--- src/shared/cpwm_pkg.sv ---
// complementary pwm output generator: register map, field layout, timing constants
// assumes a 40 MHz core clock and an apb master with 32-bit data
package cpwm_pkg;

	// ****************************************************************
	// timing
	// ****************************************************************
	localparam int unsigned CORE_CLK_HZ = 40_000_000;
	localparam int unsigned FAST_OSC_HZ = 8_000_000;
	// generator clock periods in core cycles; the fast oscillator one derived from the rates
	localparam int unsigned FAST_OSC_DIV = CORE_CLK_HZ / FAST_OSC_HZ;
	localparam int unsigned INSTR_DIV    = 4;
	localparam int unsigned SYS_DIV      = 1;
	localparam int unsigned DIV_W        = 4;

	// ****************************************************************
	// register offsets (byte addresses)
	// ****************************************************************
	localparam logic [7:0] OFS_CONTROL_0 = 8'h00;
	localparam logic [7:0] OFS_CONTROL_1 = 8'h04;
	localparam logic [7:0] OFS_DEADBAND  = 8'h08;
	localparam logic [7:0] OFS_BLANKING  = 8'h0C;
	localparam logic [7:0] OFS_PHASE     = 8'h10;
	localparam logic [7:0] OFS_STATUS    = 8'h14;

	// ****************************************************************
	// fields
	// ****************************************************************
	localparam int unsigned CNT_W   = 4;
	localparam int unsigned SEL_W   = 3;
	localparam int unsigned N_SRC   = 8;
	// control_0
	localparam int unsigned C0_EN      = 0;
	localparam int unsigned C0_OE0     = 1;
	localparam int unsigned C0_OE1     = 2;
	localparam int unsigned C0_POL0    = 3;
	localparam int unsigned C0_POL1    = 4;
	localparam int unsigned C0_CS_LO   = 5;
	localparam int unsigned C0_OVR0    = 7;
	localparam int unsigned C0_OVR1    = 8;
	localparam int unsigned C0_W       = 9;
	// control_1
	localparam int unsigned C1_RS_LO   = 0;
	localparam int unsigned C1_RSIM    = 3;
	localparam int unsigned C1_FS_LO   = 4;
	localparam int unsigned C1_FSIM    = 7;
	localparam int unsigned C1_W       = 8;
	// deadband / blanking: rise in low nibble, fall in high nibble
	localparam int unsigned NIB_RISE_LO = 0;
	localparam int unsigned NIB_FALL_LO = 4;
	localparam int unsigned NIB_W       = 8;

	// sources ored with the limit timer
	localparam logic [SEL_W-1:0] SRC_LIMIT_A = 3'h6;
	localparam logic [SEL_W-1:0] SRC_LIMIT_B = 3'h7;

	// gen_clock_select encodings
	localparam logic [1:0] CS_FAST_OSC = 2'h0;
	localparam logic [1:0] CS_INSTR    = 2'h1;
	localparam logic [1:0] CS_SYS      = 2'h2;

	localparam logic [C0_W-1:0] C0_RESET = 9'h000;
	localparam logic [C1_W-1:0] C1_RESET = 8'h00;
	localparam logic [31:0]     RD_ZERO  = 32'h0000_0000;

	// drive sequence, gray along off > phase > rise db > on > fall db
	typedef enum logic [2:0] {
		ST_OFF     = 3'h0,
		ST_PHASE   = 3'h1,
		ST_RISE_DB = 3'h3,
		ST_ON      = 3'h2,
		ST_FALL_DB = 3'h6
	} drive_state_e;

endpackage : cpwm_pkg

--- src/verilog/cpwm_gen.sv ---
// complementary pwm output generator with apb register access
// assumes event sources and limit timer arrive asynchronously; apb on I_CORE_CLK
//
// Notes on behaviour
// - generator clock chosen by 2-bit select: fast oscillator, clock/4 or clock.
// - generator clock times dead bands, blankings and phase delay.
// - rise and fall sources each have 3-bit select and own mode bit.
// - each event input is edge or level sensitive, independently.
// - same signal may feed both events; async sources are accepted.
// - rising event is low-to-high of rise source; starts active part.
// - falling event is high-to-low of fall source; ends active part.
// - rise: blank falls, phase delay, clear secondary, dead band, set primary.
// - zero phase and zero rise dead band set primary at once.
// - fall: clear primary, blank rises, fall dead band, then set secondary.
// - zero fall dead band sets secondary at once.
// - single source gives outputs matching input frequency and duty.
// - just after enabling, primary is cleared and secondary active.
// - each output has an enable; cleared means pin not driven.
// - output enables independent of module enable; disabled shows overrides.
// - per output polarity bit: set gives active low.
// - polarity applies to waveform only, never to override levels.
// - some event inputs are ored with the limit timer output.
// - rise and fall 4-bit dead bands share one counter of generator clocks; zero disables.
// - cross-coupled 4-bit blanking counters; zero lets events straight through.
// - zero phase passes rise through; else delay by that many periods.
//
// The APB slave port and the placing of the registers were chosen for this implementation.
`timescale 1ns/10ps
module cpwm_gen
	import cpwm_pkg::*;
#(
	parameter int unsigned FAST_DIV = FAST_OSC_DIV
) (
	input  wire logic              I_CORE_CLK,
	input  wire logic              I_RSTN,
	input  wire logic              I_PSEL,
	input  wire logic              I_PENABLE,
	input  wire logic              I_PWRITE,
	input  wire logic [7:0]        I_PADDR,
	input  wire logic [31:0]       I_PWDATA,
	output logic      [31:0]       O_PRDATA,
	output logic                   O_PREADY,
	output logic                   O_PSLVERR,
	input  wire logic [N_SRC-1:0]  I_EVENT_SRC,
	input  wire logic              I_LIMIT_TIMER,
	output logic                   O_PRIMARY_DRIVE_OUT,
	output logic                   O_PRIMARY_DRIVE_OE,
	output logic                   O_SECONDARY_DRIVE_OUT,
	output logic                   O_SECONDARY_DRIVE_OE
);

	// ****************************************************************
	// state
	// ****************************************************************
	typedef struct packed {
		logic [C0_W-1:0]  ctl0;
		logic [C1_W-1:0]  ctl1;
		logic [NIB_W-1:0] db;
		logic [NIB_W-1:0] blk;
		logic [CNT_W-1:0] ph;
		logic [31:0]      prdata;
		logic             pready;
		logic             pslverr;
		logic [N_SRC:0]   sync1;
		logic [N_SRC:0]   sync2;
		logic             rise_prev;
		logic             fall_prev;
		logic [DIV_W-1:0] div;
		logic             tick;
		drive_state_e     st;
		logic [CNT_W-1:0] cnt;
		logic             rblk_on;
		logic [CNT_W-1:0] rblk_cnt;
		logic             fblk_on;
		logic [CNT_W-1:0] fblk_cnt;
		logic             en_prev;
		logic             pri_out;
		logic             pri_oe;
		logic             sec_out;
		logic             sec_oe;
	} state_s;

	state_s s_r;
	state_s s_nxt;

	// generator clock period in core cycles for a select code
	function automatic logic [DIV_W-1:0] gen_period(input logic [1:0] cs);
		logic [DIV_W-1:0] p;
		p = DIV_W'(SYS_DIV);
		unique case (cs)
			CS_FAST_OSC: p = DIV_W'(FAST_DIV);
			CS_INSTR:    p = DIV_W'(INSTR_DIV);
			default:     p = DIV_W'(SYS_DIV);
		endcase
		return p;
	endfunction : gen_period

	// source pick with limit timer ored onto the top two selects
	function automatic logic pick_src(input logic [N_SRC:0] v, input logic [SEL_W-1:0] sel);
		logic x;
		x = v[sel];
		if (sel == SRC_LIMIT_A || sel == SRC_LIMIT_B) begin
			x = x | v[N_SRC];
		end
		return x;
	endfunction : pick_src

	// ****************************************************************
	// next state
	// ****************************************************************
	logic             wr_acc;
	logic             rd_acc;
	logic             gen_en;
	logic [SEL_W-1:0] rsel;
	logic [SEL_W-1:0] fsel;
	logic             rsrc;
	logic             fsrc;
	logic             rise_ev;
	logic             fall_ev;
	logic             rise_side;
	logic [CNT_W-1:0] dbr;
	logic [CNT_W-1:0] dbf;
	logic [CNT_W-1:0] blkr;
	logic [CNT_W-1:0] blkf;
	logic             pri_act;
	logic             sec_act;
	logic             start_rblk;
	logic             start_fblk;
	logic             mapped;
	logic [31:0]      rd_val;

	always_comb begin
		s_nxt = s_r;
		gen_en = s_r.ctl0[C0_EN];
		rsel = s_r.ctl1[C1_RS_LO +: SEL_W];
		fsel = s_r.ctl1[C1_FS_LO +: SEL_W];
		dbr  = s_r.db[NIB_RISE_LO +: CNT_W];
		dbf  = s_r.db[NIB_FALL_LO +: CNT_W];
		blkr = s_r.blk[NIB_RISE_LO +: CNT_W];
		blkf = s_r.blk[NIB_FALL_LO +: CNT_W];
		start_rblk = 1'b0;
		start_fblk = 1'b0;

		// ---- apb: one wait state, answer registered ----
		wr_acc = I_PSEL & I_PENABLE & s_r.pready & I_PWRITE;
		rd_acc = I_PSEL & I_PENABLE & ~s_r.pready & ~I_PWRITE;
		mapped = 1'b1;
		rd_val = RD_ZERO;
		unique case (I_PADDR)
			OFS_CONTROL_0: rd_val[C0_W-1:0]  = s_r.ctl0;
			OFS_CONTROL_1: rd_val[C1_W-1:0]  = s_r.ctl1;
			OFS_DEADBAND:  rd_val[NIB_W-1:0] = s_r.db;
			OFS_BLANKING:  rd_val[NIB_W-1:0] = s_r.blk;
			OFS_PHASE:     rd_val[CNT_W-1:0] = s_r.ph;
			OFS_STATUS:    rd_val[6:0] = {s_r.fblk_on, s_r.rblk_on, s_r.sec_out ^
				s_r.ctl0[C0_POL1], s_r.pri_out ^ s_r.ctl0[C0_POL0], s_r.st};
			default:       mapped = 1'b0;
		endcase
		s_nxt.pready  = I_PSEL & I_PENABLE & ~s_r.pready;
		s_nxt.pslverr = I_PSEL & I_PENABLE & ~s_r.pready & ~mapped;
		if (rd_acc) begin
			s_nxt.prdata = rd_val;
		end
		if (wr_acc) begin
			unique case (I_PADDR)
				OFS_CONTROL_0: s_nxt.ctl0 = I_PWDATA[C0_W-1:0];
				OFS_CONTROL_1: s_nxt.ctl1 = I_PWDATA[C1_W-1:0];
				OFS_DEADBAND:  s_nxt.db   = I_PWDATA[NIB_W-1:0];
				OFS_BLANKING:  s_nxt.blk  = I_PWDATA[NIB_W-1:0];
				OFS_PHASE:     s_nxt.ph   = I_PWDATA[CNT_W-1:0];
				default:       s_nxt.ctl0 = s_r.ctl0;
			endcase
		end

		// ---- event inputs: two flops, async sources welcome ----
		s_nxt.sync1 = {I_LIMIT_TIMER, I_EVENT_SRC};
		s_nxt.sync2 = s_r.sync1;
		rsrc = pick_src(s_r.sync2, rsel);
		fsrc = pick_src(s_r.sync2, fsel);
		s_nxt.rise_prev = rsrc;
		s_nxt.fall_prev = fsrc;

		// ---- generator clock as a tick ----
		if (s_r.div >= gen_period(s_r.ctl0[C0_CS_LO +: 2]) - DIV_W'(1)) begin
			s_nxt.div  = '0;
			s_nxt.tick = 1'b1;
		end else begin
			s_nxt.div  = s_r.div + DIV_W'(1);
			s_nxt.tick = 1'b0;
		end

		// ---- event detection, edge or level per input ----
		rise_side = (s_r.st == ST_PHASE) || (s_r.st == ST_RISE_DB) || (s_r.st == ST_ON);
		rise_ev = (s_r.ctl1[C1_RSIM] ? rsrc : (rsrc & ~s_r.rise_prev))
			& ~s_r.fblk_on & ~rise_side;
		fall_ev = (s_r.ctl1[C1_FSIM] ? ~fsrc : (~fsrc & s_r.fall_prev))
			& ~s_r.rblk_on & rise_side;

		// ---- drive sequence ----
		if (s_r.tick) begin
			s_nxt.cnt = s_r.cnt + CNT_W'(1);
		end
		if (!gen_en) begin
			s_nxt.st = ST_OFF;
			s_nxt.cnt = '0;
		end else if (fall_ev) begin
			// fall during phase or rise dead band suppresses primary
			start_fblk = 1'b1;
			s_nxt.cnt = '0;
			s_nxt.st = (dbf == '0) ? ST_OFF : ST_FALL_DB;
		end else begin
			unique case (s_r.st)
				ST_OFF, ST_FALL_DB: begin
					// end only on a tick past the count: full periods, never short
					if (s_r.st == ST_FALL_DB && s_r.tick && s_r.cnt == dbf) begin
						s_nxt.st = ST_OFF;
						s_nxt.cnt = '0;
					end
					if (rise_ev) begin
						start_rblk = 1'b1;
						s_nxt.cnt = '0;
						if (s_r.ph != '0) begin
							s_nxt.st = ST_PHASE;
						end else if (dbr != '0) begin
							s_nxt.st = ST_RISE_DB;
						end else begin
							s_nxt.st = ST_ON;
						end
					end
				end
				ST_PHASE: begin
					if (s_r.tick && s_r.cnt == s_r.ph) begin
						s_nxt.cnt = '0;
						s_nxt.st = (dbr == '0) ? ST_ON : ST_RISE_DB;
					end
				end
				ST_RISE_DB: begin
					if (s_r.tick && s_r.cnt == dbr) begin
						s_nxt.st = ST_ON;
						s_nxt.cnt = '0;
					end
				end
				ST_ON: s_nxt.cnt = '0;
			endcase
		end

		// ---- blanking, cross coupled ----
		if (start_rblk) begin
			s_nxt.rblk_on = (blkr != '0);
			s_nxt.rblk_cnt = '0;
		end else if (s_r.rblk_on && s_r.tick) begin
			s_nxt.rblk_cnt = s_r.rblk_cnt + CNT_W'(1);
			s_nxt.rblk_on = (s_r.rblk_cnt + CNT_W'(1) != blkr);
		end
		if (start_fblk) begin
			s_nxt.fblk_on = (blkf != '0);
			s_nxt.fblk_cnt = '0;
		end else if (s_r.fblk_on && s_r.tick) begin
			s_nxt.fblk_cnt = s_r.fblk_cnt + CNT_W'(1);
			s_nxt.fblk_on = (s_r.fblk_cnt + CNT_W'(1) != blkf);
		end
		if (!gen_en) begin
			s_nxt.rblk_on = 1'b0;
			s_nxt.fblk_on = 1'b0;
		end

		// ---- output stage ----
		// computed from the next state so pins follow the sequence with one flop
		pri_act = (s_nxt.st == ST_ON);
		sec_act = (s_nxt.st == ST_OFF) || (s_nxt.st == ST_PHASE);
		s_nxt.en_prev = gen_en;
		if (s_nxt.ctl0[C0_EN]) begin
			s_nxt.pri_out = pri_act ^ s_nxt.ctl0[C0_POL0];
			s_nxt.sec_out = sec_act ^ s_nxt.ctl0[C0_POL1];
		end else begin
			// overrides bypass polarity
			s_nxt.pri_out = s_nxt.ctl0[C0_OVR0];
			s_nxt.sec_out = s_nxt.ctl0[C0_OVR1];
		end
		s_nxt.pri_oe = s_nxt.ctl0[C0_OE0];
		s_nxt.sec_oe = s_nxt.ctl0[C0_OE1];
	end

	// ****************************************************************
	// registers
	// ****************************************************************
	always_ff @(posedge I_CORE_CLK) begin
		if (!I_RSTN) begin
			s_r <= '{ctl0: C0_RESET, ctl1: C1_RESET, st: ST_OFF, default: '0};
		end else begin
			s_r <= s_nxt;
		end
	end

	assign O_PRDATA              = s_r.prdata;
	assign O_PREADY              = s_r.pready;
	assign O_PSLVERR             = s_r.pslverr;
	assign O_PRIMARY_DRIVE_OUT   = s_r.pri_out;
	assign O_PRIMARY_DRIVE_OE    = s_r.pri_oe;
	assign O_SECONDARY_DRIVE_OUT = s_r.sec_out;
	assign O_SECONDARY_DRIVE_OE  = s_r.sec_oe;

endmodule : cpwm_gen

--- config.mk ---
export PLATFORM = sky130hd
export DESIGN_NAME = cpwm_gen
export DESIGN_NICKNAME = d
export VERILOG_FILES = /design/src/shared/cpwm_pkg.sv /design/src/verilog/cpwm_gen.sv
export SDC_FILE = /design/constraint.sdc
export NUM_CORES = 1
export LEC_CHECK = 0
export BUFFER_PORTS_ARGS = -buffer_cell sky130_fd_sc_hd__buf_2
export CAP_MARGIN = 25
export CORE_ASPECT_RATIO = 1.4
export CORE_MARGIN = 10
export CORE_UTILIZATION = 55
export DETAILED_ROUTE_END_ITERATION = 10
export GPL_TIMING_DRIVEN = 0
export PLACE_DENSITY_LB_ADDON = 0.3
export SLEW_MARGIN = 5
export SYNTH_ARGS = -nofsm -noshare
export SYNTH_HDL_FRONTEND = slang
export SYNTH_SLANG_ARGS = --single-unit
--- constraint.sdc ---
create_clock -name I_CORE_CLK -period 2.6 [get_ports I_CORE_CLK]
set_input_delay 0.52 -clock I_CORE_CLK [delete_from_list [all_inputs] [get_ports I_CORE_CLK]]
set_output_delay 0.52 -clock I_CORE_CLK [all_outputs]
set_load 0.01 [all_outputs]
# Yosys cells after proc, flatten, opt, wreduce, memory -nomap -nowiden

Cells that the tools add are included.
W data, S select, Z words.

$add $sub $neg: 5
Reductions and logical operators: 35
Order comparisons: 3
Eq/ne operators: 21
Bitwise logic cells: 28
Multiplexer cells: 46

Operators by type and width:

| kind                  | count |
|---|---|
| $mux W7               | 6 |
| $mux W37              | 1 |
| $mux W8               | 3 |
| $pmux W4 S6           | 1 |
| $mux W5               | 4 |
| $mux W1               | 19 |
| $add A4 B1 Y4 const B | 4 |
| $eq A8 B4 Y1 const B  | 2 |
| $eq A8 B5 Y1 const B  | 2 |
| $pmux W4 S4           | 1 |
| $reduce_bool A4 Y1    | 4 |
| $eq A3 B3 Y1 const B  | 5 |
| $pmux W3 S5           | 1 |
| $and A1 B1 Y1         | 12 |
| $eq A4 B4 Y1          | 3 |
| $reduce_and A2 Y1     | 6 |
| $lt A3 B5 Y1 const B  | 2 |
| $not A1 Y1            | 10 |
| $eq A3 B2 Y1 const B  | 3 |
| $mux W9               | 1 |
| $pmux W3 S3           | 1 |
| $eq A8 B3 Y1 const B  | 1 |
| $logic_not A4 Y1      | 2 |
| $logic_not A8 Y1      | 1 |
| 21 further kinds      | 43 |

Word-level logic and storage cells: 163
Output and inout bits: 38
Flip-flop bits (word level): 94
Bits of input ports: 54

# Logic depth before layout (Yosys ltp)

Gate-level depths: netlist (run 1).

Depth after elaboration: 16
Depth in mapped cells: 9
Depth with buffers taken out: 9

# Worst setup path after synthesis (run 1)

OpenSTA, ideal clock, no wires.

Path type: in2reg
From: in I_PADDR[6]
To: reg s_r (netlist bit O_SECONDARY_DRIVE_OUT)
Library setup time: 122 ps
Buffers on the path: 0
Path slack: 281 ps
Data required time: 2478 ps
Stages: 7
Data arrival time: 2197 ps
Cell sequence: or4_4 nor3_4 nand3_2 mux2_4 nand2_2 nor2_1 a221o_1

Word-level cells in the longest chain between the ends: 5

RTL lines:

| element                | RTL line        | RTL |
|---|---|---|
| start: declaration     | cpwm_gen.sv:39  | `input wire logic [7:0] I_PADDR,` |
| $logic_not A8 Y1 (*)   | cpwm_gen.sv:165 | `unique case (I_PADDR)` |
| $mux W9 (*)            | cpwm_gen.sv:165 |  |
| $mux W37 (*)           | cpwm_gen.sv:164 | `if (wr_acc) begin` |
| $xor A1 B1 Y1          | cpwm_gen.sv:274 | `s_nxt.sec_out = sec_act ^ s_nxt.ctl0[C0_POL1];` |
| $mux W1 (*)            | cpwm_gen.sv:272 | `if (s_nxt.ctl0[C0_EN]) begin` |
| end signal: assignment | cpwm_gen.sv:291 | `s_r <= s_nxt;` |
| end: declaration       | cpwm_gen.sv:83  | `state_s s_r;` |

Every way passes the cells marked *; elsewhere a longest branch is shown, timed or not.
A chain may end at the register's enable or synchronous reset.

# Final worst setup path (run 1)

From: reg s_r[20] (netlist bit)
To: reg s_r (netlist bit O_PRIMARY_DRIVE_OUT)

Word-level cells in the longest chain between the ends: 12
Elaborated cells between the ends (all ways): 23
Classes of those cells: 5 x eq/ne; 8 x mux; 4 x bitwise; 6 x reduce/logical

RTL lines:

| element                                      | RTL line                         | RTL |
|---|---|---|
| $eq A3 B1 Y1 or $eq A3 B2 Y1 (tied branches) | cpwm_gen.sv:193, cpwm_gen.sv:212 |  |
| $logic_or A1 B1 Y1 (2 in series)             | cpwm_gen.sv:193                  | `rise_side = (s_r.st == ST_PHASE) \|\| (s_r.st == ST_RISE_DB) \|\| (s_r.st == ST_ON);` |
| $not A1 Y1                                   | cpwm_gen.sv:195                  | `& ~s_r.fblk_on & ~rise_side;` |
| $and A1 B1 Y1                                | cpwm_gen.sv:195                  |  |
| $mux W7                                      | cpwm_gen.sv:219                  | `if (rise_ev) begin` |
| $pmux W3 S3                                  | cpwm_gen.sv:212                  | `unique case (s_r.st)` |
| $mux W7 (*)                                  | cpwm_gen.sv:206                  | `end else if (fall_ev) begin` |
| $mux W7 (*)                                  | cpwm_gen.sv:203                  | `if (!gen_en) begin` |
| $eq A3 B2 Y1 (*)                             | cpwm_gen.sv:269                  | `pri_act = (s_nxt.st == ST_ON);` |
| $xor A1 B1 Y1 (*)                            | cpwm_gen.sv:273                  | `s_nxt.pri_out = pri_act ^ s_nxt.ctl0[C0_POL0];` |
| $mux W1 (*)                                  | cpwm_gen.sv:272                  |  |

Marked as above.

==> metrics, run 1 <==
worst min path class=in -> reg; Netlist cell types=between 60 and 70; slowest cell on the critical path=nor3b_1; Levels on crit path=7; Routed Antenna Nets=0; Final min period=around 2.5 ns; Rel. slew slack=a little over half; starting density of the core=56.4%; utilization after layout=roughly two thirds; crit-path max cell delay=about 0.52 ns; final count of pins violating max slew=0; Crit. End Element=flop; largest family of logic cells by synthesized area=simple AND/OR/NAND/NOR gates; initial detailed-routing violation count=roughly 340; Simple-Gate Fraction of Synth Area=between 10% and 20%; Startpoint Class=flop; Syn Std Cell Area=4630 um^2; HPWL after DPL=just over 9 mm; dominant cells by area after synthesis=dfxtp_1, mux2i_1, buf_4, nor2_1, xor2_1; Ports=92; DR vias/cell=roughly 5.6; Via Count=between 3k and 4k; Wirelength per Cell=~17 um; final hold violation count=0; gr usage total=a little under a fifth; largest net degree at the start of global routing=17; count leader, synth=dfxtp_1; max cap viols=0; top cells by count, synth=dfxtp_1, nor2_1, mux2i_1; fin crit share=between 90% and 100%; worst path cell trace=clkbuf_1, nor3b_1, and3_1, o21bai_1, a21oi_1, o31a_1, o32ai_1; Reg2Reg Setup Slack=about 0.11 ns; outcome=complete, no violations; Int Pwr=around 2.2 mW; area leader, netlist=dfxtp_1; Place WS=-0.0221 ns; CTS tree=done; area of the multi-input gates=2520 um^2; FP Rows=39; Setup TNS=0 ns; number of global-route vias before repair=between 3k and 4k; Bufs and invs on worst path=1; RSZ-0062 raised after global routing=false; sw frac=23.7%; cts hold-fix bufs=0; mux cell area share after synthesis=roughly 13%; CP arrival=between 2 and 3 ns; GRT Residual Overflow=0; Core Box Area=a little over 8000 um^2; clock network power share=between 40% and 50%; antenna violations before repair=0; First-pass DRT Iterations=5; final wirelength=~12 mm; sequential area share after synthesis=between 30% and 40%; Yosys Warn Count=0; share of cells above drive strength 1=between 20% and 30%; CP top delay family=compound AO/OA/AOI/OAI gates; Residual DRC=0; Synth Area in Compound Gates=11.5%; P per Cell Area=547 nW/um^2; Setup Viol. Count Final=0; global-route wire length before repair=between 15 and 20 mm; Synth Flop Type=dfxtp_1; share of power burned in registers=between 40% and 50%; worst hold path depth=2; share of the synthesized area in the top cell type=39.8%; Die Area=around 13000 um^2; worst skew pair latency=0.34 ns; Area Growth Syn to Fin=15.8%; CTS root buf=clkbuf_16; xor/xnor share of the synthesized area=7.20%; Required @ worst endpoint=approximately 2.8 ns; worst reg-to-reg path cell count=7; Port Buffers=43; Horiz. Die Dim=around 98 um; Slew @ Worst Pin=0.717 ns; P_leak=2.43 nW; Post-synth EDFFs=0; largest fanout on the critical path=10; synthesized area per cell=between 9 and 10 um^2; final worst slack=around 0.11 ns; Clock Pin Slew Worst Setup and Hold Paths=~0.060 ns; worst setup path category=reg -> reg; Async SR Flop Fraction=0%; clock sink count=92; CTS Buffer Depth=2; Max Freq=about 400 MHz; antenna cells=0; sw power=between 0.6 and 0.7 mW; Final nets=~640; synthesized flop and latch total=between 90 and 100; Post-Synthesis Cells=504; VDD IR max=slightly below 500 uV; Fill cells=700; Comb pwr share=under 10%; Placer Congestion=~0.96; clock buffer count from CTS=9; area occupied by registers=around 1800 um^2; H-Tree Depth=3; Synth Area in Adders=~2.2%; Die Y-Extent=roughly 130 um; Post-Route Skew=roughly 0.0062 ns
[power by group through the flow]
stage	clock network (mW)	logic (mW)	registers [mW]
2_1_floorplan	0	0.137	1.48
3_3_place_gp	0	0.202	1.48
3_5_place_dp	0	0.206	1.48
4_1_cts	1.29	0.207	1.45
5_1_grt	1.35	0.233	1.45
6_report	1.27	0.211	1.45
[metrics by stage]
stage                     hold slack, ns  instance area [um^2]  cells  power, mW
after floorplan                    0.412                  4710    526       1.61
after global placement             0.414                  5050    671       1.68
after detailed placement           0.422                  5050    671       1.69
after CTS                          0.372                  5350    687       2.95
after global routing               0.379                  5360    687       3.04
final                              0.379                  5360    687       2.93
[kinds of logic after synthesis]
| group | Yosys count |
|---|---|
| mux | 52 |
| buf+inv | 62 |
| simple gates | 172 |
| xor+xnor | 38 |
| flops | 92 |
| fa+ha+maj | 8 |
| compound gates | 78 |
| other cells | 2 |
[layout by cell type, fill, tap and decap left out, types with 4 or more instances in the layout]
cell type	instances
a21oi_1	19
buf_2	46
o21ai_0	12
and2_1	20
nand2b_1	5
and3_1	4
inv_1	6
nand3_1	12
nor4_1	7
buf_4	32
xnor2_1	18
conb_1	24
clkbuf_16	9
mux4_2	5
nand2_1	26
nor2_1	64
ha_1	8
mux2i_1	41
xor2_1	20
o21ai_1	8
o211ai_1	4
clkbuf_1	17
a22oi_1	4
dfxtp_1	92
nor3_1	11
[flip-flops by register name, summed over array words and instances (netlist names)]
signal                 flops
s_r                       47
O_PRDATA                   9
s_nxt                      9
blkf                       4
blkr                       4
dbf                        4
dbr                        4
fsel                       3
rsel                       3
O_PREADY                   1
O_PRIMARY_DRIVE_OUT        1
O_PSLVERR                  1
O_SECONDARY_DRIVE_OUT      1
gen_en                     1
[layout make-up]
| type | instances | area share (%) |
|---|---|---|
| Clock buffer | 11 | 4.72 |
| Timing Repair Buffer | 43 | 4.02 |
| Inverter | 7 | 0.491 |
| Multi-Input combinational cell | 372 | 47.1 |
| Sequential cell | 92 | 34.4 |
| Tap cell | 102 | 2.38 |
| Buffer | 55 | 6.17 |
| Clock inverter | 5 | 0.771 |
[metal layers]
metal  vias to the layer above  GRT usage, %  wire length, um
li1                       1863             -                -
met1                      1779          20.6             4730
met2                       184          32.2             5790
met3                        45          5.46              902
met4                         0          12.3              586
met5                         -             0                0
[path summary, 6_finish.rpt]
kind / end / startpoint
worst min-delay path: s_nxt[37]$_SDFF_PN0_ / I_LIMIT_TIMER
worst max register to register: O_PRIMARY_DRIVE_OUT$_SDFF_PN0_ / s_r[20]$_SDFF_PN0_
worst max-delay path: O_PRIMARY_DRIVE_OUT$_SDFF_PN0_ / s_r[20]$_SDFF_PN0_
worst min register to register: s_r[35]$_SDFF_PN0_ / s_nxt[35]$_SDFF_PN0_
[timing repair]
action / in CTS / in global routing
buffers inserted: 0 / 0
gates resized for setup: 1 / 1
setup endpoints to repair: 1 / 1
endpoints found under the hold margin: 0 / 0
Note: power is estimated with default switching activity, not from simulation.
==> run 2: changes to the inputs <==
Settings changed: ABC_AREA from default to 1.
==> run 2 against run 1 <==
Net effect: wire length is 4.7% higher; first-iteration DRC count is 42% higher; sequential cell count stayed put; highest routed layer unchanged; non-clock buffer count is 7 lower.
==> metrics, run 2 <==
Netlist cell types=41 (was 62); area occupied by registers=1840 um^2 (unchanged); Max Freq=492 MHz (was 401 MHz); Resized cells post-CTS=0 (was 1); CP arrival=2.27 ns (was 2.74 ns); First-pass DRT Iterations=5 (unchanged); Setup TNS=0 ns (unchanged); FF-to-FF Start=fsel[0]$_SDFFE_PN0P_ (was s_r[20]$_SDFF_PN0_); crit path from=fsel[0]$_SDFFE_PN0P_ (was s_r[20]$_SDFF_PN0_); fin crit share=78.1% (was 95.9%); Largest Register=s_r (unchanged); GRT Residual Overflow=0 (unchanged); most frequent cells in the layout=nand2_1, dfxtp_1, inv_1, nor2_1 (was dfxtp_1, nor2_1, buf_2, mux2i_1, buf_4); share of cells above drive strength 1=16.5% (was 20.0%); Final nets=779 (was 642); Required @ worst endpoint=2.84 ns (about the same); Syn Std Cell Area=4610 um^2 (was 4630 um^2); share of the synthesized area in the top cell type=39.9% (was 39.8%); Fill cells=757 (was 700); number of global-route vias before repair=4255 (was 3866); Final Power=3.10 mW (was 2.93 mW); dominant cells by area after synthesis=dfxtp_1, nand2_1, inv_1, a21oi_1, o21ai_0 (was dfxtp_1, mux2i_1, buf_4, nor2_1, xor2_1); Yosys Warn Count=0 (unchanged); top cells by count, synth=nand2_1, dfxtp_1, inv_1 (was dfxtp_1, nor2_1, mux2i_1); HPWL after DPL=9.85 mm (was 9.23 mm); Crit. End Element=flop (unchanged); commonest non-fill, non-tap cell in the layout=nand2_1 (was dfxtp_1); largest fanout on the critical path=6 (was 10); Synth Flop Type=dfxtp_1 (unchanged); Residual DRC=0 (unchanged); Area Growth Syn to Fin=16.6% (was 15.8%); Routed Antenna Nets=0 (unchanged); Die Y-Extent=128 um (was 129 um); setup bufs post-CTS=0 (unchanged); outcome=complete, no violations (unchanged); Int Pwr=2.42 mW (was 2.24 mW); Comb pwr share=6.9% (was 7.2%); cts hold-fix bufs=0 (unchanged); final wirelength=12.6 mm (was 12.0 mm); clock buffer count from CTS=9 (unchanged); P_leak=2.53 nW (was 2.43 nW); CTS root buf=clkbuf_16 (unchanged); max reg flops=47 (unchanged); slowest cell on the critical path=dfxtp_1 (was nor3b_1); worst path cell trace=inv_1, nand2_1, nand3_1, nand3_1, nand3_1, nand2_1, o21ai_2, nand2_1, nand2_1, inv_1, nand4_1, nand3_1, nand2_1 (was clkbuf_1, nor3b_1, and3_1, o21bai_1, a21oi_1, o31a_1, o32ai_1); synthesized flop and latch total=92 (unchanged); Setup Viol. Count Final=0 (unchanged); Via Count=4397 (was 3871); CP top delay family=simple AND/OR/NAND/NOR gates (was compound AO/OA/AOI/OAI gates); worst skew pair latency=0.35 ns (was 0.34 ns); Post-Route Skew=0.00339 ns (was 0.00624 ns); count leader, synth=nand2_1 (was dfxtp_1); antenna cells=0 (unchanged); Final min period=2.03 ns (was 2.49 ns); clock sink count=92 (unchanged); P per Cell Area=577 nW/um^2 (was 547 nW/um^2); VDD IR max=549 uV (was 485 uV); Ports=92 (unchanged); CTS Buffer Depth=2 (unchanged); starting density of the core=56.6% (was 56.4%); FP Rows=39 (unchanged); Clock Pin Slew Worst Setup and Hold Paths=0.06 ns (about the same); utilization after layout=66.0% (was 65.3%); Reg2Reg Setup Slack=0.57 ns (was 0.11 ns); crit-path max cell delay=0.42 ns (was 0.52 ns); sw power=0.678 mW (was 0.694 mW); Startpoint Class=flop (unchanged); Post-synth EDFFs=0 (unchanged); Bufs and invs on worst path=2 (was 1); DR vias/cell=5.34 (was 5.63); final hold violation count=0 (unchanged); Wirelength per Cell=15.3 um (was 17.5 um); final count of pins violating max slew=0 (unchanged); Core Box Area=8150 um^2 (was 8200 um^2); RSZ-0062 raised after global routing=false (unchanged); area of the multi-input gates=2200 um^2 (was 2520 um^2); Die Area=12500 um^2 (about the same); sw frac=21.9% (was 23.7%); max cap viols=0 (unchanged); Slew @ Worst Pin=0.551 ns (was 0.717 ns); Horiz. Die Dim=97.4 um (was 97.5 um); Hold Crit Start=I_LIMIT_TIMER (unchanged); area leader, netlist=dfxtp_1 (unchanged); Async SR Flop Fraction=0% (unchanged); initial detailed-routing violation count=484 (was 341); global-route wire length before repair=20.3 mm (was 19.5 mm); Placer Congestion=0.957 (was 0.956); final worst slack=0.569 ns (was 0.108 ns); Post-Synthesis Cells=639 (was 504); most frequent CP cell=nand2_1; gr usage total=19.8% (was 19.1%); antenna violations before repair=0 (unchanged); Place WS=0.414 ns (was -0.0221 ns); Rel. slew slack=63.2% (was 52.2%); H-Tree Depth=3 (unchanged); sequential area share after synthesis=39.9% (was 39.8%); worst min path class=in -> reg (unchanged); clock network power share=46.2% (was 43.4%); share of power burned in registers=46.9% (was 49.4%); CTS tree=done (unchanged); synthesized area per cell=7.22 um^2 (was 9.18 um^2); worst setup path category=reg -> reg (unchanged); largest net degree at the start of global routing=15 (was 17); Port Buffers=45 (was 43)
run 2: layer usage:
layer  track usage, %  share of wire, %
met1             21.3                38
met2             34.7                50
met3             3.21               6.0
met4             14.2               5.4
met5                0                 0
run 2: kinds of logic after synthesis:
family / Yosys count / synth area share (%)
other: 2 / 0.163
and+or+nand+nor: 241 / 23.1
buffers and inverters: 136 / 14.1
AOI/OAI and AO/OA: 141 / 16.8
xor gates and xnor gates: 19 / 3.61
adders and majority gates: 8 / 2.17
DFF: 92 / 39.9
run 2: worst paths after layout:
| path | endpoint | cells past startpoint |
|---|---|---|
| worst min register to register | s_r[34]$_SDFF_PN0_ | 2 |
| worst max-delay path | O_PRIMARY_DRIVE_OUT$_SDFF_PN0_ | 13 |
| worst max register to register | O_PRIMARY_DRIVE_OUT$_SDFF_PN0_ | 13 |
| worst min-delay path | s_nxt[37]$_SDFF_PN0_ | 3 |
run 2: final cells by class:
type / count / area share (%)
clock buffers: 13 / 4.84
multi-input cells: 433 / 40.9
plain buffers: 46 / 5.84
clock inverters: 3 / 1.28
inverters: 90 / 6.28
repair buffers: 45 / 4.19
well taps: 102 / 2.37
flip-flops and latches: 92 / 34.3
run 2: power by group through the flow:
stage                     clock network [mW]  logic, mW  registers [mW]
after floorplan                            0      0.136            1.48
after global placement                     0      0.202            1.49
after detailed placement                   0      0.209            1.49
after CTS                               1.45      0.210            1.46
after global routing                    1.50      0.238            1.46
final                                   1.43      0.214            1.46
run 2: per-stage QoR:
| step | std cells | instance area (um^2) | hold WS (ns) |
|---|---|---|---|
| 4_1_cts | 824 | 5380 | 0.347 |
| 3_5_place_dp | 808 | 5050 | 0.401 |
| 2_1_floorplan | 661 | 4690 | 0.390 |
| 3_3_place_gp | 808 | 5050 | 0.393 |
| 6_report | 824 | 5380 | 0.353 |
| 5_1_grt | 824 | 5380 | 0.358 |
run 2: worst reg2reg max path: stages (launching register included):
cell and delay (ns):
dfxtp_1 0.42, inv_1 0.17, nand2_1 0.10, nand3_1 0.08, nand3_1 0.16, nand3_1 0.22
nand2_1 0.15, o21ai_2 0.09, nand2_1 0.16, nand2_1 0.07, inv_1 0.07, nand4_1 0.09
nand3_1 0.10, nand2_1 0.05
==> run 3: changes to the inputs <==
Settings changed: CORE_UTILIZATION 55 to 50.
Clock period 2.6 ns to 1.8 ns, I/O delays scaled along.
==> run 3 against run 2 <==
Net effect: sequential power grew 44%; die area grew 8.2%; setup slack lost 0.52 ns; total power grew 36%; via count grew 1.7%; clock skew grew 0.0020 ns; hold slack lost 0.17 ns; combinational power grew 47%; clock power grew 26%; first-iteration DRC count shrank 25%; largest power group unchanged.
==> metrics, run 3 (synthesis gave the netlist of run 2 again) <==
gr usage total=19.1% (was 19.8%); RSZ-0062 raised after global routing=true (was false); CP arrival=2.00 ns (was 2.27 ns); final wirelength=13.3 mm (was 12.6 mm); DRT met1 WL=4.98 mm (was 4.84 mm); worst skew pair latency=0.35 ns (about the same); outcome=complete, no violations (unchanged); Wirelength per Cell=15.9 um (was 15.3 um); HPWL after DPL=10.0 mm (was 9.85 mm); Post-Route Skew=0.00539 ns (was 0.00339 ns); P per Cell Area=766 nW/um^2 (was 577 nW/um^2); Routed Antenna Nets=0 (unchanged); CTS tree=done (unchanged); share of cells above drive strength 1=22.8% (was 16.5%); starting density of the core=51.1% (was 56.6%); DR WL met2=6.68 mm (was 6.30 mm); clock buffer count from CTS=9 (unchanged); Final nets=785 (was 779); Max Freq=570 MHz (was 492 MHz); worst setup path category=reg -> reg (unchanged); commonest non-fill, non-tap cell in the layout=nand2_1 (unchanged); Rel. slew slack=56.8% (was 63.2%); CTS root buf=clkbuf_16 (unchanged); Die Area=13500 um^2 (was 12500 um^2); Crit. End Element=flop (unchanged); Final min period=1.75 ns (was 2.03 ns); VDD IR max=686 uV (was 549 uV); final hold violation count=0 (unchanged); Largest Register=s_r (unchanged); Place WS=-0.273 ns (was 0.414 ns); antenna violations before repair=0 (unchanged); Fill cells=835 (was 757); cts hold-fix bufs=0 (unchanged); Top Layer Used=met4 (unchanged); worst min path class=in -> reg (unchanged); DP Area=5050 um^2 (about the same); Setup Viol. Count Final=0 (unchanged); largest net degree at the start of global routing=16 (was 15); Port Buffers=45 (unchanged); DR vias/cell=5.36 (was 5.34); H-Tree Depth=3 (unchanged); Placer Congestion=0.946 (was 0.957); fin crit share=97.4% (was 78.1%); Required @ worst endpoint=2.05 ns (was 2.84 ns); final count of pins violating max slew=0 (unchanged); P_leak=2.57 nW (was 2.53 nW); met3 wire len=1.01 mm (was 760 um); final worst slack=0.0466 ns (was 0.569 ns); CTS Buffer Depth=2 (unchanged); GRT Residual Overflow=0 (unchanged); Area Growth Syn to Fin=19.3% (was 16.6%); Slew @ Worst Pin=0.642 ns (was 0.551 ns); Ports=92 (unchanged); most frequent cells in the layout=nand2_1, dfxtp_1, inv_1, a21oi_1, o21ai_0 (was nand2_1, dfxtp_1, inv_1, nor2_1); Clock Pin Slew Worst Setup and Hold Paths=0.06 ns (about the same); Die Y-Extent=134 um (was 128 um); antenna cells=0 (unchanged); max reg flops=47 (unchanged); FP Rows=41 (was 39); largest fanout on the critical path=7 (was 6); Horiz. Die Dim=101 um (was 97.4 um); Core Box Area=9030 um^2 (was 8150 um^2); global-route wire length before repair=20.7 mm (was 20.3 mm); number of global-route vias before repair=4305 (was 4255); Via Count=4472 (was 4397); clock sink count=92 (unchanged); initial detailed-routing violation count=361 (was 484); Residual DRC=0 (unchanged); final instance area=5500 um^2 (was 5380 um^2); First-pass DRT Iterations=5 (unchanged); Startpoint Class=flop (unchanged); max cap viols=0 (unchanged)
run 3: changes by cell type in the layout (fill, tap and decap cells not counted), sizes merged:
cell and change:
buf +7, bufinv -2, clkbuf -3, clkinv +1
clkinvlp +1, inv +2
run 3: per-layer routing:
metal	vias up	track usage (%)
li1	2190	-
met3	57	5.54
met4	0	9.47
met5	-	0
met1	2038	20.4
met2	187	32.9
run 3: metrics by stage:
stage / hold WS [ns] / utilization [%] / setup TNS [ns] / power, mW / std cells
after floorplan: 0.390 / - / 0 / 2.34 / 661
after global placement: 0.393 / 56.0 / -4.39 / 2.44 / 813
after detailed placement: 0.402 / 56.0 / -4.99 / 2.45 / 813
after CTS: 0.189 / 59.2 / 0 / 4.21 / 829
after global routing: 0.209 / 60.9 / -0.0813 / 4.35 / 835
final: 0.187 / 60.9 / 0 / 4.21 / 835
run 3: critical path, cell delays in order, from the launching register on:
cell	delay, ns
dfxtp_4	0.38
inv_4	0.07
o21ai_2	0.08
nor3_2	0.29
nand3_4	0.16
nand2_2	0.11
o21ai_4	0.08
nand2_2	0.12
nand2_1	0.06
inv_1	0.08
nand4_1	0.09
nand3_1	0.09
nand2_1	0.05
run 3: area by class of cell:
type | count | area, um^2 | area share [%]
Clock buffer | 11 | 243 | 4.41
Multi-Input combinational cell | 433 | 2290 | 41.7
Sequential cell | 92 | 1860 | 33.9
Buffer | 44 | 303 | 5.50
Inverter | 90 | 343 | 6.23
Tap cell | 107 | 134 | 2.43
Clock inverter | 5 | 35.0 | 0.637
Timing Repair Buffer | 53 | 285 | 5.19
run 3: path summary, 6_finish.rpt:
kind / depth (start not counted) / startpoint / to / slack [ns]
worst max-delay path: 12 / s_r[21]$_SDFF_PN0_ / O_PRIMARY_DRIVE_OUT$_SDFF_PN0_ / 0.05
worst max register to register: 12 / s_r[21]$_SDFF_PN0_ / O_PRIMARY_DRIVE_OUT$_SDFF_PN0_ / 0.05
worst min-delay path: 3 / I_LIMIT_TIMER / s_nxt[37]$_SDFF_PN0_ / 0.19
worst min register to register: 2 / s_nxt[35]$_SDFF_PN0_ / s_r[35]$_SDFF_PN0_ / 0.42
run 3: power by group:
group / leakage, nW / internal [mW] / switching (mW)
Clock: 0.136 / 0.980 / 0.823
Sequential: 0.754 / 2.07 / 0.0233
Combinational: 1.68 / 0.129 / 0.186
Total: 2.57 / 3.18 / 1.03
run 3: timing repair:
action                     in CTS  in global routing
pin swaps                       0                 14
gates resized for setup         8                 42
buffers inserted                0                  8
setup endpoints to repair       4                 18
